==> src/design/ocs_cfg.svh <==
// address map, field positions, reset values and code constants of the clock switch block
`ifndef OCS_CFG_SVH
`define OCS_CFG_SVH
`define OCS_ADDR_REQ        4'h0
`define OCS_ADDR_CUR        4'h1
`define OCS_ADDR_CTL        4'h2
`define OCS_ADDR_RDY        4'h3
`define OCS_ADDR_IFLAG      4'h4
`define OCS_ADDR_IMASK      4'h5
`define OCS_SRC_HI          6
`define OCS_SRC_LO          4
`define OCS_DIV_HI          3
`define OCS_DIV_LO          0
`define OCS_HOLD_BIT        7
`define OCS_PWR_BIT         6
`define OCS_BYP_BIT         5
`define OCS_OSCILLATOR_READY_BIT_BIT        4
`define OCS_NRDY_BIT        3
`define OCS_SRC_EXT         3'h7
`define OCS_SRC_HF1M        3'h6
`define OCS_SRC_RSV5        3'h5
`define OCS_SRC_LF          3'h4
`define OCS_SRC_SEC         3'h3
`define OCS_SRC_RSV2        3'h2
`define OCS_SRC_EXTPLL      3'h1
`define OCS_SRC_HFPLL       3'h0
`define OCS_DIV_MAX         4'h9
`define OCS_RST_SRC         3'h6
`define OCS_RST_DIV_HF      4'h2
`define OCS_RST_DIV_OTHER   4'h0
`define OCS_CTL_RESET       8'h00
`define OCS_IRQ_SWITCH      0
`endif

==> src/design/ocs_pkg.sv <==
// types of the clock switch block
package ocs_pkg;
    typedef enum logic [1:0] {
        ST_IDLE,
        ST_WAIT,
        ST_HELD
    } ocs_state_t;
endpackage

==> src/design/ocs_clock_switch.sv <==
// oscillator status, clock switch sequencer and register port
`timescale 1ns/1ps
`default_nettype none
`include "ocs_cfg.svh"

// Contract
// - current source field codes clock source
// - current divider field codes postscaler ratio
// - reset loads current and request fields from strap
// - hold set: interrupt, keep old source
// - hold clear: switch completes when ready
// - power select honoured only without bypass
// - bypass turns pins into clock input
// - oscillator ready when request equals current
// - new ready only during switch and ready
// - five oscillator ready flags and pll flag read back
// - pll flag needs pll and input ready
// - external runs in configured mode
// - unused positions read zero
// - ready sets flag, completion updates fields
// - reserved request selects fast internal
module ocs_clock_switch #(
    parameter logic [2:0] RESET_SRC = `OCS_RST_SRC // strap reset source
) (
    input  wire logic       clk,            // 40 MHz system clock
    input  wire logic       rst,            // async reset, high
    input  wire logic [3:0] regAddr,        // register index
    input  wire logic [7:0] regWdata,       // write data
    input  wire logic       regWr,          // write strobe
    input  wire logic       regRd,          // read strobe
    output logic      [7:0] regRdata,       // read data, next cycle
    input  wire logic       externalReady,  // oscillator ready inputs
    input  wire logic       fastIntReady,   // fast internal ready
    input  wire logic       slowIntReady,   // slow internal ready
    input  wire logic       secondaryReady, // secondary ready
    input  wire logic       convRcReady,    // converter rc ready
    input  wire logic       pllLocked,      // pll lock
    input  wire logic [2:0] extModeConfig,  // external mode config
    output logic      [2:0] activeSource,   // current source to mux
    output logic      [3:0] activeDivider,  // current divider
    output logic      [2:0] requestSource,  // source to enable
    output logic      [2:0] externalMode,   // mode to external osc
    output logic            secHighPower,   // secondary high power
    output logic            secBypass,      // secondary input is clock
    output logic            secOutPinUsed,  // output pin in crystal use
    output logic            irq             // level interrupt
);
    // synchronisers for asynchronous ready inputs
    logic [5:0] rdyMeta_ff;
    logic [5:0] rdySync_ff;
    always_ff @(posedge clk or posedge rst) begin
        if (rst) begin
            rdyMeta_ff <= 6'h00;
            rdySync_ff <= 6'h00;
        end else begin
            rdyMeta_ff <= {pllLocked, convRcReady, secondaryReady,
                           slowIntReady, fastIntReady, externalReady};
            rdySync_ff <= rdyMeta_ff;
        end
    end
    logic extR;
    logic hfR;
    logic lfR;
    logic secR;
    logic adR;
    logic pll_ready_flag;
    assign extR = rdySync_ff[0];
    assign hfR  = rdySync_ff[1];
    assign lfR  = rdySync_ff[2];
    assign secR = rdySync_ff[3];
    assign adR  = rdySync_ff[4];

    // registers
    logic [2:0] reqSrc_ff, nxt_reqSrc;
    logic [3:0] reqDiv_ff, nxt_reqDiv;
    logic [2:0] curSrc_ff, nxt_curSrc;
    logic [3:0] curDiv_ff, nxt_curDiv;
    logic       hold_ff, nxt_hold;
    logic       pwr_ff, nxt_pwr;
    logic       byp_ff, nxt_byp;
    logic       iflag_ff, nxt_iflag;
    logic       imask_ff, nxt_imask;
    logic [7:0] rdata_ff, nxt_rdata;
    ocs_pkg::ocs_state_t state_ff, nxt_state;

    // pll ready needs its input source ready too
    always_comb begin
        unique case (curSrc_ff)
            `OCS_SRC_EXTPLL: pll_ready_flag = rdySync_ff[5] & extR;
            `OCS_SRC_HFPLL:  pll_ready_flag = rdySync_ff[5] & hfR;
            default:         pll_ready_flag = 1'b0;
        endcase
    end

    // ready of the requested oscillator
    logic newReady;
    always_comb begin
        unique case (reqSrc_ff)
            `OCS_SRC_EXT:    newReady = extR;
            `OCS_SRC_HF1M:   newReady = hfR;
            `OCS_SRC_LF:     newReady = lfR;
            `OCS_SRC_SEC:    newReady = secR;
            `OCS_SRC_EXTPLL: newReady = extR & rdySync_ff[5];
            `OCS_SRC_HFPLL:  newReady = hfR & rdySync_ff[5];
            default:         newReady = hfR;
        endcase
    end

    logic mismatch;
    logic oscReady;
    logic newOscReady;
    assign mismatch    = (reqSrc_ff != curSrc_ff) || (reqDiv_ff != curDiv_ff);
    assign oscReady    = ~mismatch;
    assign newOscReady = mismatch & newReady;

    // reserved source request falls back to fast internal
    logic [2:0] wrSrc;
    logic [3:0] wrDiv;
    always_comb begin
        wrSrc = regWdata[`OCS_SRC_HI:`OCS_SRC_LO];
        if (wrSrc == `OCS_SRC_RSV5 || wrSrc == `OCS_SRC_RSV2) begin
            wrSrc = `OCS_SRC_HF1M;
        end
        wrDiv = regWdata[`OCS_DIV_HI:`OCS_DIV_LO];
        if (wrDiv > `OCS_DIV_MAX) begin
            wrDiv = curDiv_ff;
        end
    end

    // switch sequencer and register writes
    logic evtSwitch;
    always_comb begin
        nxt_reqSrc = reqSrc_ff;
        nxt_reqDiv = reqDiv_ff;
        nxt_curSrc = curSrc_ff;
        nxt_curDiv = curDiv_ff;
        nxt_hold   = hold_ff;
        nxt_pwr    = pwr_ff;
        nxt_byp    = byp_ff;
        nxt_imask  = imask_ff;
        nxt_state  = state_ff;
        evtSwitch  = 1'b0;
        unique case (state_ff)
            ocs_pkg::ST_IDLE: begin
                if (mismatch) begin
                    nxt_state = ocs_pkg::ST_WAIT;
                end
            end
            ocs_pkg::ST_WAIT: begin
                if (!mismatch) begin
                    nxt_state = ocs_pkg::ST_IDLE;
                end else if (newReady) begin
                    evtSwitch = 1'b1;
                    if (hold_ff) begin
                        nxt_state = ocs_pkg::ST_HELD;
                    end else begin
                        nxt_curSrc = reqSrc_ff;
                        nxt_curDiv = reqDiv_ff;
                        nxt_state  = ocs_pkg::ST_IDLE;
                    end
                end
            end
            ocs_pkg::ST_HELD: begin
                if (!mismatch) begin
                    nxt_state = ocs_pkg::ST_IDLE;
                end else if (!newReady) begin
                    nxt_state = ocs_pkg::ST_WAIT;
                end else if (!hold_ff) begin
                    nxt_curSrc = reqSrc_ff;
                    nxt_curDiv = reqDiv_ff;
                    nxt_state  = ocs_pkg::ST_IDLE;
                end
            end
        endcase
        if (regWr) begin
            unique case (regAddr)
                `OCS_ADDR_REQ: begin
                    nxt_reqSrc = wrSrc;
                    nxt_reqDiv = wrDiv;
                end
                `OCS_ADDR_CTL: begin
                    nxt_hold = regWdata[`OCS_HOLD_BIT];
                    nxt_pwr  = regWdata[`OCS_PWR_BIT];
                    nxt_byp  = regWdata[`OCS_BYP_BIT];
                end
                `OCS_ADDR_IMASK: nxt_imask = regWdata[`OCS_IRQ_SWITCH];
                default: ;
            endcase
        end
        // set beats write-one clear
        nxt_iflag = iflag_ff;
        if (regWr && regAddr == `OCS_ADDR_IFLAG &&
            regWdata[`OCS_IRQ_SWITCH]) begin
            nxt_iflag = 1'b0;
        end
        if (evtSwitch) begin
            nxt_iflag = 1'b1;
        end
    end

    // read mux, registered one cycle
    always_comb begin
        nxt_rdata = 8'h00;
        if (regRd) begin
            unique case (regAddr)
                `OCS_ADDR_REQ: nxt_rdata = {1'b0, reqSrc_ff, reqDiv_ff};
                `OCS_ADDR_CUR: nxt_rdata = {1'b0, curSrc_ff, curDiv_ff};
                `OCS_ADDR_CTL: nxt_rdata = {hold_ff, pwr_ff, byp_ff,
                                            oscReady, newOscReady, 3'h0};
                `OCS_ADDR_RDY: nxt_rdata = {extR, hfR, 1'b0, lfR,
                                            secR, adR, 1'b0, pll_ready_flag};
                `OCS_ADDR_IFLAG: nxt_rdata = {7'h00, iflag_ff};
                `OCS_ADDR_IMASK: nxt_rdata = {7'h00, imask_ff};
                default: nxt_rdata = 8'h00;
            endcase
        end
    end

    // reset loads request and current from one strap value
    always_ff @(posedge clk or posedge rst) begin
        if (rst) begin
            reqSrc_ff <= RESET_SRC;
            reqDiv_ff <= (RESET_SRC == `OCS_SRC_HF1M) ? `OCS_RST_DIV_HF
                                                      : `OCS_RST_DIV_OTHER;
            curSrc_ff <= RESET_SRC;
            curDiv_ff <= (RESET_SRC == `OCS_SRC_HF1M) ? `OCS_RST_DIV_HF
                                                      : `OCS_RST_DIV_OTHER;
            hold_ff   <= 1'b0;
            pwr_ff    <= 1'b0;
            byp_ff    <= 1'b0;
            iflag_ff  <= 1'b0;
            imask_ff  <= 1'b0;
            rdata_ff  <= 8'h00;
            state_ff  <= ocs_pkg::ST_IDLE;
        end else begin
            reqSrc_ff <= nxt_reqSrc;
            reqDiv_ff <= nxt_reqDiv;
            curSrc_ff <= nxt_curSrc;
            curDiv_ff <= nxt_curDiv;
            hold_ff   <= nxt_hold;
            pwr_ff    <= nxt_pwr;
            byp_ff    <= nxt_byp;
            iflag_ff  <= nxt_iflag;
            imask_ff  <= nxt_imask;
            rdata_ff  <= nxt_rdata;
            state_ff  <= nxt_state;
        end
    end

    // outputs
    assign regRdata      = rdata_ff;
    assign activeSource  = curSrc_ff;
    assign activeDivider = curDiv_ff;
    assign requestSource = reqSrc_ff;
    assign externalMode  = extModeConfig;
    assign secHighPower  = pwr_ff & ~byp_ff;
    assign secBypass     = byp_ff;
    assign secOutPinUsed = ~byp_ff;
    assign irq           = iflag_ff & imask_ff;

    // checks
    a_hold_keeps_src: assert property (
        @(posedge clk) disable iff (rst)
        (hold_ff && state_ff == ocs_pkg::ST_HELD && $past(hold_ff))
        |=> $stable(curSrc_ff)) else $error("held switch changed source");
    a_held_sets_flag: assert property (
        @(posedge clk) disable iff (rst)
        (state_ff == ocs_pkg::ST_WAIT && mismatch && newReady && hold_ff)
        |=> state_ff == ocs_pkg::ST_HELD && iflag_ff && $stable(curSrc_ff))
        else $error("held switch not flagged");
    a_ready_sets_flag: assert property (
        @(posedge clk) disable iff (rst)
        (state_ff == ocs_pkg::ST_WAIT && mismatch && newReady)
        |=> iflag_ff) else $error("switch flag not set");
    a_switch_done: assert property (
        @(posedge clk) disable iff (rst)
        (state_ff == ocs_pkg::ST_WAIT && mismatch && newReady && !hold_ff
         && !regWr) |=> (curSrc_ff == $past(reqSrc_ff)) && oscReady)
        else $error("switch did not complete");
    a_new_rdy_zero: assert property (
        @(posedge clk) disable iff (rst)
        oscReady |-> !newOscReady) else $error("new ready while idle");
    a_src_not_rsv: assert property (
        @(posedge clk) disable iff (rst)
        curSrc_ff != `OCS_SRC_RSV5 && curSrc_ff != `OCS_SRC_RSV2)
        else $error("reserved source active");
    a_req_not_rsv: assert property (
        @(posedge clk) disable iff (rst)
        reqSrc_ff != `OCS_SRC_RSV5 && reqSrc_ff != `OCS_SRC_RSV2)
        else $error("reserved source requested");
    a_div_in_range: assert property (
        @(posedge clk) disable iff (rst)
        curDiv_ff <= `OCS_DIV_MAX) else $error("reserved divider active");
    a_power_bypass: assert property (
        @(posedge clk) disable iff (rst)
        byp_ff |-> !secHighPower) else $error("power honoured in bypass");
    a_unused_zero: assert property (
        @(posedge clk) disable iff (rst)
        $past(regRd) && $past(regAddr) == `OCS_ADDR_CTL
        |-> regRdata[2:0] == 3'h0) else $error("unused bits nonzero");
    a_pll_needs_in: assert property (
        @(posedge clk) disable iff (rst)
        (curSrc_ff == `OCS_SRC_EXTPLL && !extR) |-> !pll_ready_flag)
        else $error("pll ready without input");
    a_idle_keeps_cur: assert property (
        @(posedge clk) disable iff (rst)
        state_ff == ocs_pkg::ST_IDLE
        |=> $stable(curSrc_ff) && $stable(curDiv_ff))
        else $error("current moved while idle");
endmodule // ocs_clock_switch
`default_nettype wire

==> config.mk <==
export PLATFORM = sky130hd
export DESIGN_NAME = ocs_clock_switch
export DESIGN_NICKNAME = d
export VERILOG_FILES = /design/src/design/ocs_pkg.sv /design/src/design/ocs_clock_switch.sv
export VERILOG_INCLUDE_DIRS = /design/src /design/src/design
export SDC_FILE = /design/constraint.sdc
export NUM_CORES = 1
export LEC_CHECK = 0
export ABC_CLOCK_PERIOD_IN_PS = 4400
export BUFFER_PORTS_ARGS = -buffer_cell sky130_fd_sc_hd__buf_2
export CAP_MARGIN = 40
export CORE_MARGIN = 5
export CORE_UTILIZATION = 40
export CTS_CLUSTER_SIZE = 28
export DETAILED_ROUTE_END_ITERATION = 16
export PLACE_DENSITY = 0.72
export REMOVE_ABC_BUFFERS = 1
export SLEW_MARGIN = 10
export SYNTH_ARGS = -nofsm -noshare
export SYNTH_HDL_FRONTEND = slang
export SYNTH_SLANG_ARGS = --single-unit
==> constraint.sdc <==
create_clock -name clk -period 4.4 [get_ports clk]
set_input_delay 0.22 -clock clk [delete_from_list [all_inputs] [get_ports clk]]
set_output_delay 0.22 -clock clk [all_outputs]
set_load 0.005 [all_outputs]
* Yosys cells after proc, flatten, opt, wreduce, memory -nomap -nowiden
Index checks and enable logic that the tools add are counted.
** Storage, ports and cells
- Input port bits :: 25
- Bits in registers :: 41
- Word-level logic and storage cells :: 75
- Output and inout bits :: 25
** Operators by class
- Reductions and logical operators :: 15
- Bitwise gates (word level) :: 8
- Eq/ne operators :: 19
- Magnitude comparators :: 1
- Mux-type cells :: 19
** Operators with widths (number)
- 8-bit case mux with 6 select lines :: 1
- 2-bit two-way mux :: 7
- 3-bit equality test, second input constant :: 3
- 4-bit by 2-bit equality test with 1-bit output, second input constant :: 2
- 4-bit by 3-bit equality test with 1-bit output, second input constant :: 2
- 8-bit two-way mux :: 1
- 3-bit by 1-bit equality test with 1-bit output, second input constant :: 2
- 3-bit by 2-bit equality test with 1-bit output, second input constant :: 2
- 3-bit zero test :: 2
- 2-bit case mux with 3 select lines :: 1
- 2-bit AND reduction :: 3
- 1-bit AND :: 5
- 1-bit two-way mux :: 5
- 1-bit case mux with 5 select lines :: 1
- 4-bit by 1-bit equality test with 1-bit output, second input constant :: 1
- 4-bit > comparator, second input constant :: 1
- 4-bit zero test :: 1
- 4-bit two-way mux :: 1
- 4-bit != test :: 1
- 4-bit != test, second input constant :: 1
- 4-bit AND reduction :: 1
- 3-bit two-way mux :: 1
- 3-bit != test :: 1
- 3-bit != test, second input constant :: 1
- other kinds (11) :: 15

* Depth between registers and ports, before layout
- Word-level depth :: 6
- Depth in mapped cells :: 7
- Gate-level depth less buffers :: 5

* Worst setup path before layout
No wires, ideal clock.
- Path kind :: flip-flop to flip-flop
- Start :: register reqSrc_ff[2] (netlist: requestSource[2])
- End :: register curDiv_ff[0] (netlist: activeDivider[0])
- Path slack :: 2.371 ns
- Setup time :: 0.125 ns
- Clock period less this slack :: 2.029 ns
- Path buffers :: 1
- Arrival :: 1.905 ns
- Cell stages (with the launch flop) :: 7
- Path through :: dfstp_2 -> buf_2 -> nand2_1 -> o211ai_1 -> o211ai_2 -> nor4b_4 -> mux2_2
** On the way
- Longest elaborated chain between the ends :: 3
** Ends and longest elaborated chain
- from (decl) :: line ocs_clock_switch.sv:74 : logic [2:0] reqSrc_ff, nxt_reqSrc;
- from (signal assigned) :: line ocs_clock_switch.sv:236 : reqSrc_ff <= nxt_reqSrc;
- 3-bit by 1-bit equality test with 1-bit output (tied with other cells) :: line ocs_clock_switch.sv:98 : unique case (reqSrc_ff)
- 1-bit case mux with 5 select lines / 1-bit logical OR (equally long branches) :: line ocs_clock_switch.sv:98, ocs_clock_switch.sv:112
- 4-bit AND reduction (no line) *
- to (signal assigned) :: line ocs_clock_switch.sv:226 : curDiv_ff <= (RESET_SRC == `OCS_SRC_HF1M) ? `OCS_RST_DIV_HF
- to (signal assigned) :: line ocs_clock_switch.sv:239 : curDiv_ff <= nxt_curDiv;
- to (decl) :: line ocs_clock_switch.sv:77 : logic [3:0] curDiv_ff, nxt_curDiv;
Mark *: on every way between the ends. The rest lies on a longest branch, timed or not.
A chain may end at the register's enable or synchronous reset.

* Final worst setup path
- Start :: register reqSrc_ff[1] (netlist: requestSource[1])
- End :: register curDiv_ff[0] (netlist: activeDivider[0])
The elaborated chain is that of the path after synthesis.

==> metrics.txt <==
clock sink count=just over 40; number of top-level pins=50; total number of vias=1508; fraction of final layout cells with drive strength greater than 1=~34%; register area=between 1000 and 1500 um2; drt first-iter violations=95; Port Buffers=between 40 and 50; Max clock buf depth=2; width of the die=just over 80 um; count of maximum capacitance violations=0; hold buffer count at CTS=0; global-route wire length before repair=7355 um; total instance count after detailed placement=279; switching power share of the total=roughly a third; synthesized area per cell=~11 um2; logic gate share of total power=roughly a third; row count=25; layout overhead on the synthesized area=16.48%; area of the mapped netlist=roughly 2000 um2; type of element capturing the critical path=register; total of flip-flops plus latches after synthesis=between 40 and 50; TritonCTS clock tree=done; final wirelength=about 4400 um; number of antenna violations at the first check in global routing=0; leakage power summed over all cells=1.095 nW; worst hold slack=around 0.027 ns; class of the tightest hold or removal check=in -> async; gate count after technology mapping=~180; ys async rst share=100.0%; number of gates given a new drive strength after cts=0; Detailed Place HPWL=3300 um; number of detailed-routing iterations run before antenna repair=4; GR Util All Layers=between 10% and 20%; main area contributors after synthesis=sky130_fd_sc_hd__dfrtp_1, sky130_fd_sc_hd__dfstp_2, sky130_fd_sc_hd__mux2_2, sky130_fd_sc_hd__mux2i_1, sky130_fd_sc_hd__xnor2_1; number of antenna diodes=0; setup slack of the most critical reg-to-reg path=~2.2 ns; RePlAce Congestion=just under 0.9; total gr overflow=0; final cell count without fillers=between 200 and 300; headroom to the max-slew limit=between 40% and 50%; result of the run=finished clean; Skew-Pair Late Insertion Delay=just under 0.3 ns; average wire per cell in the routed design=about 15 um; most used flip-flop cell after synthesis=sky130_fd_sc_hd__dfrtp_1; warning count from the yosys run=0; part of the power in the clock network=roughly 20%; number of buffers created by CTS=5; start point of the critical path=requestSource[1]; Max Clock Freq=0.4487 GHz; EDFF count, synth=0; top cell type by total area after synthesis=sky130_fd_sc_hd__dfrtp_1; Worst setup endpoint=activeDivider[0]; routed via count divided by cell count=5.254; final period utilization=a little over 50%; standard cell area after detailed placement=around 2200 um2; Total Die Area=6527 um2; count of different cell masters after synthesis=42; top library cells by usage in the layout, fill and taps aside=sky130_fd_sc_hd__buf_2, sky130_fd_sc_hd__dfrtp_1, sky130_fd_sc_hd__mux2_2, sky130_fd_sc_hd__nor2_1, sky130_fd_sc_hd__mux2i_1; final count of hold timing violations=0; area of all placed cells without fillers=about 2300 um2; Max stage delay on crit path=0.66 ns; data required time at the worst endpoint=about 4.6 ns; accumulated negative setup slack=0 ns; number of levels the H-tree was split into=2; Routed Antenna Nets=0; Remaining DRCs=0; net count of the finished layout=247; die height=approximately 81 um; Final min period=~2.2 ns; via count of the first global-routing pass=around 1500; most frequent standard cell in the layout excluding fill and tap cells=sky130_fd_sc_hd__buf_2; kind of start point of the critical path=register; crit path cell chain=mux2i_1 -> a21oi_1 -> o211ai_2 -> nor4b_4 -> mux2_2; CP max-delay cell=sky130_fd_sc_hd__dfstp_2; Yosys top cell area share=between 40% and 50%; maximum fanout count along the critical path=11; CTS clk-pin slew, worst paths=around 0.08 ns; R2R cell count=5; Filler Cells Inserted=around 450; Multi-input gate area=a little under 900 um2; number of failing setup endpoints in the final timing report=0; clock tree skew after final layout=approximately 0.0029 ns; RR Endpoint=activeDivider[0]; Critical Path AT=~2.4 ns; Pint=just under 800 uW; Net Sw Power=between 400 and 500 uW; setup repair after global routing missed its margin=false; initial core utilization=41.88%; core area=roughly 4800 um2; Final Max Tran Viols=0; measured slew at the worst slew-check pin=0.8711 ns; sequential group share of total power=a little under half; power density cells=about 510 nW/um2; pin count of the biggest net entering global routing=42; CTS Root Cell=sky130_fd_sc_hd__clkbuf_8; portion of the post-synthesis area used by sequential elements=roughly 52%; Worst VDD drop=approximately 0.28 mV; critical path class=reg -> reg; Setup Buffers After CTS=0; overall power=1.196 mW; reg-to-reg critical path startpoint=requestSource[1]
[layout make-up]
type	instances	area share [%]
clock buffer	5	2.947
clock inverter	3	0.7503
inverter	10	1.608
multi-input combinational	117	37.30
sequential	41	44.27
tap	67	3.591
timing repair buffer	44	9.539
[power by group through the flow]
stage | sequential (mW) | clock (mW) | combinational, mW
final | 0.572 | 0.239 | 0.385
after global placement | 0.577 | 0 | 0.373
after CTS | 0.573 | 0.244 | 0.390
after detailed placement | 0.581 | 0 | 0.386
after global routing | 0.588 | 0.264 | 0.436
after floorplan | 0.557 | 0 | 0.264
[worst min path at each step]
stage,end,depth (start not counted),startpoint
after floorplan,rdyMeta_ff[0],0,externalReady
after global placement,rdyMeta_ff[4],1,convRcReady
after detailed placement,rdyMeta_ff[2],1,slowIntReady
after CTS,rdyMeta_ff[2],1,slowIntReady
after global routing,rdyMeta_ff[0],1,externalReady
final,reqDiv_ff[3],3,rst
[kinds of logic after synthesis]
logic type               after synthesis  synth area share (%)
AND/OR/NAND/NOR                       47                 12.98
buffers and inverters                 21                 4.993
adder cells (fa/ha/maj)                3                 1.873
flip-flops                            41                 51.56
AO/OA/AOI/OAI                         35                 11.61
XOR/XNOR                               7                 3.059
multiplexers                          25                 13.92
[registers in the layout, indices dropped and copies added, names as in the netlist]
signal / cells
regRdata: 8
rdyMeta_ff: 6
rdySync_ff: 6
activeDivider: 4
reqDiv_ff: 4
activeSource: 3
requestSource: 3
state_ff: 2
hold_ff: 1
iflag_ff: 1
imask_ff: 1
pwr_ff: 1
secBypass: 1
[stage by stage]
| stage | worst slack, ns | utilization, % |
|---|---|---|
| final | 2.172 | 48.78 |
| after global routing | 1.971 | 48.78 |
| after CTS | 2.163 | 48.78 |
| after detailed placement | 2.180 | 46.98 |
| after global placement | 2.287 | 46.98 |
| after floorplan | 2.438 | - |
[layer usage]
metal  track usage (%)  part of all wire (%)
met5                 0                     0
met4             5.743                   1.9
met3             4.435                   5.4
met2             24.59                    51
met1             18.61                    42
[cells in the mapped netlist, types with 2 or more instances]
cell	n
sky130_fd_sc_hd__a21oi_1	10
sky130_fd_sc_hd__a22o_1	2
sky130_fd_sc_hd__a22oi_1	4
sky130_fd_sc_hd__and3_1	4
sky130_fd_sc_hd__buf_2	2
sky130_fd_sc_hd__buf_4	3
sky130_fd_sc_hd__clkbuf_1	4
sky130_fd_sc_hd__dfrtp_1	35
sky130_fd_sc_hd__dfstp_2	6
sky130_fd_sc_hd__ha_1	3
sky130_fd_sc_hd__inv_1	10
sky130_fd_sc_hd__mux2_2	13
sky130_fd_sc_hd__mux2i_1	11
sky130_fd_sc_hd__nand2_1	9
sky130_fd_sc_hd__nand3_1	2
sky130_fd_sc_hd__nand4_1	4
sky130_fd_sc_hd__nor2_1	13
sky130_fd_sc_hd__nor2b_1	3
sky130_fd_sc_hd__nor3_1	2
sky130_fd_sc_hd__nor4_1	3
sky130_fd_sc_hd__o211ai_1	3
sky130_fd_sc_hd__o21ai_0	5
sky130_fd_sc_hd__o22ai_1	3
sky130_fd_sc_hd__or4_1	2
sky130_fd_sc_hd__xnor2_1	6
[worst max-delay path: cells and delay by family (launching register included)]
| family | cells | cell delay (ns) |
|---|---|---|
| flops | 1 | 0.66 |
| simple gates | 1 | 0.54 |
| mux | 2 | 0.52 |
| compound gates | 2 | 0.38 |
(Power assumes the default switching activity.)
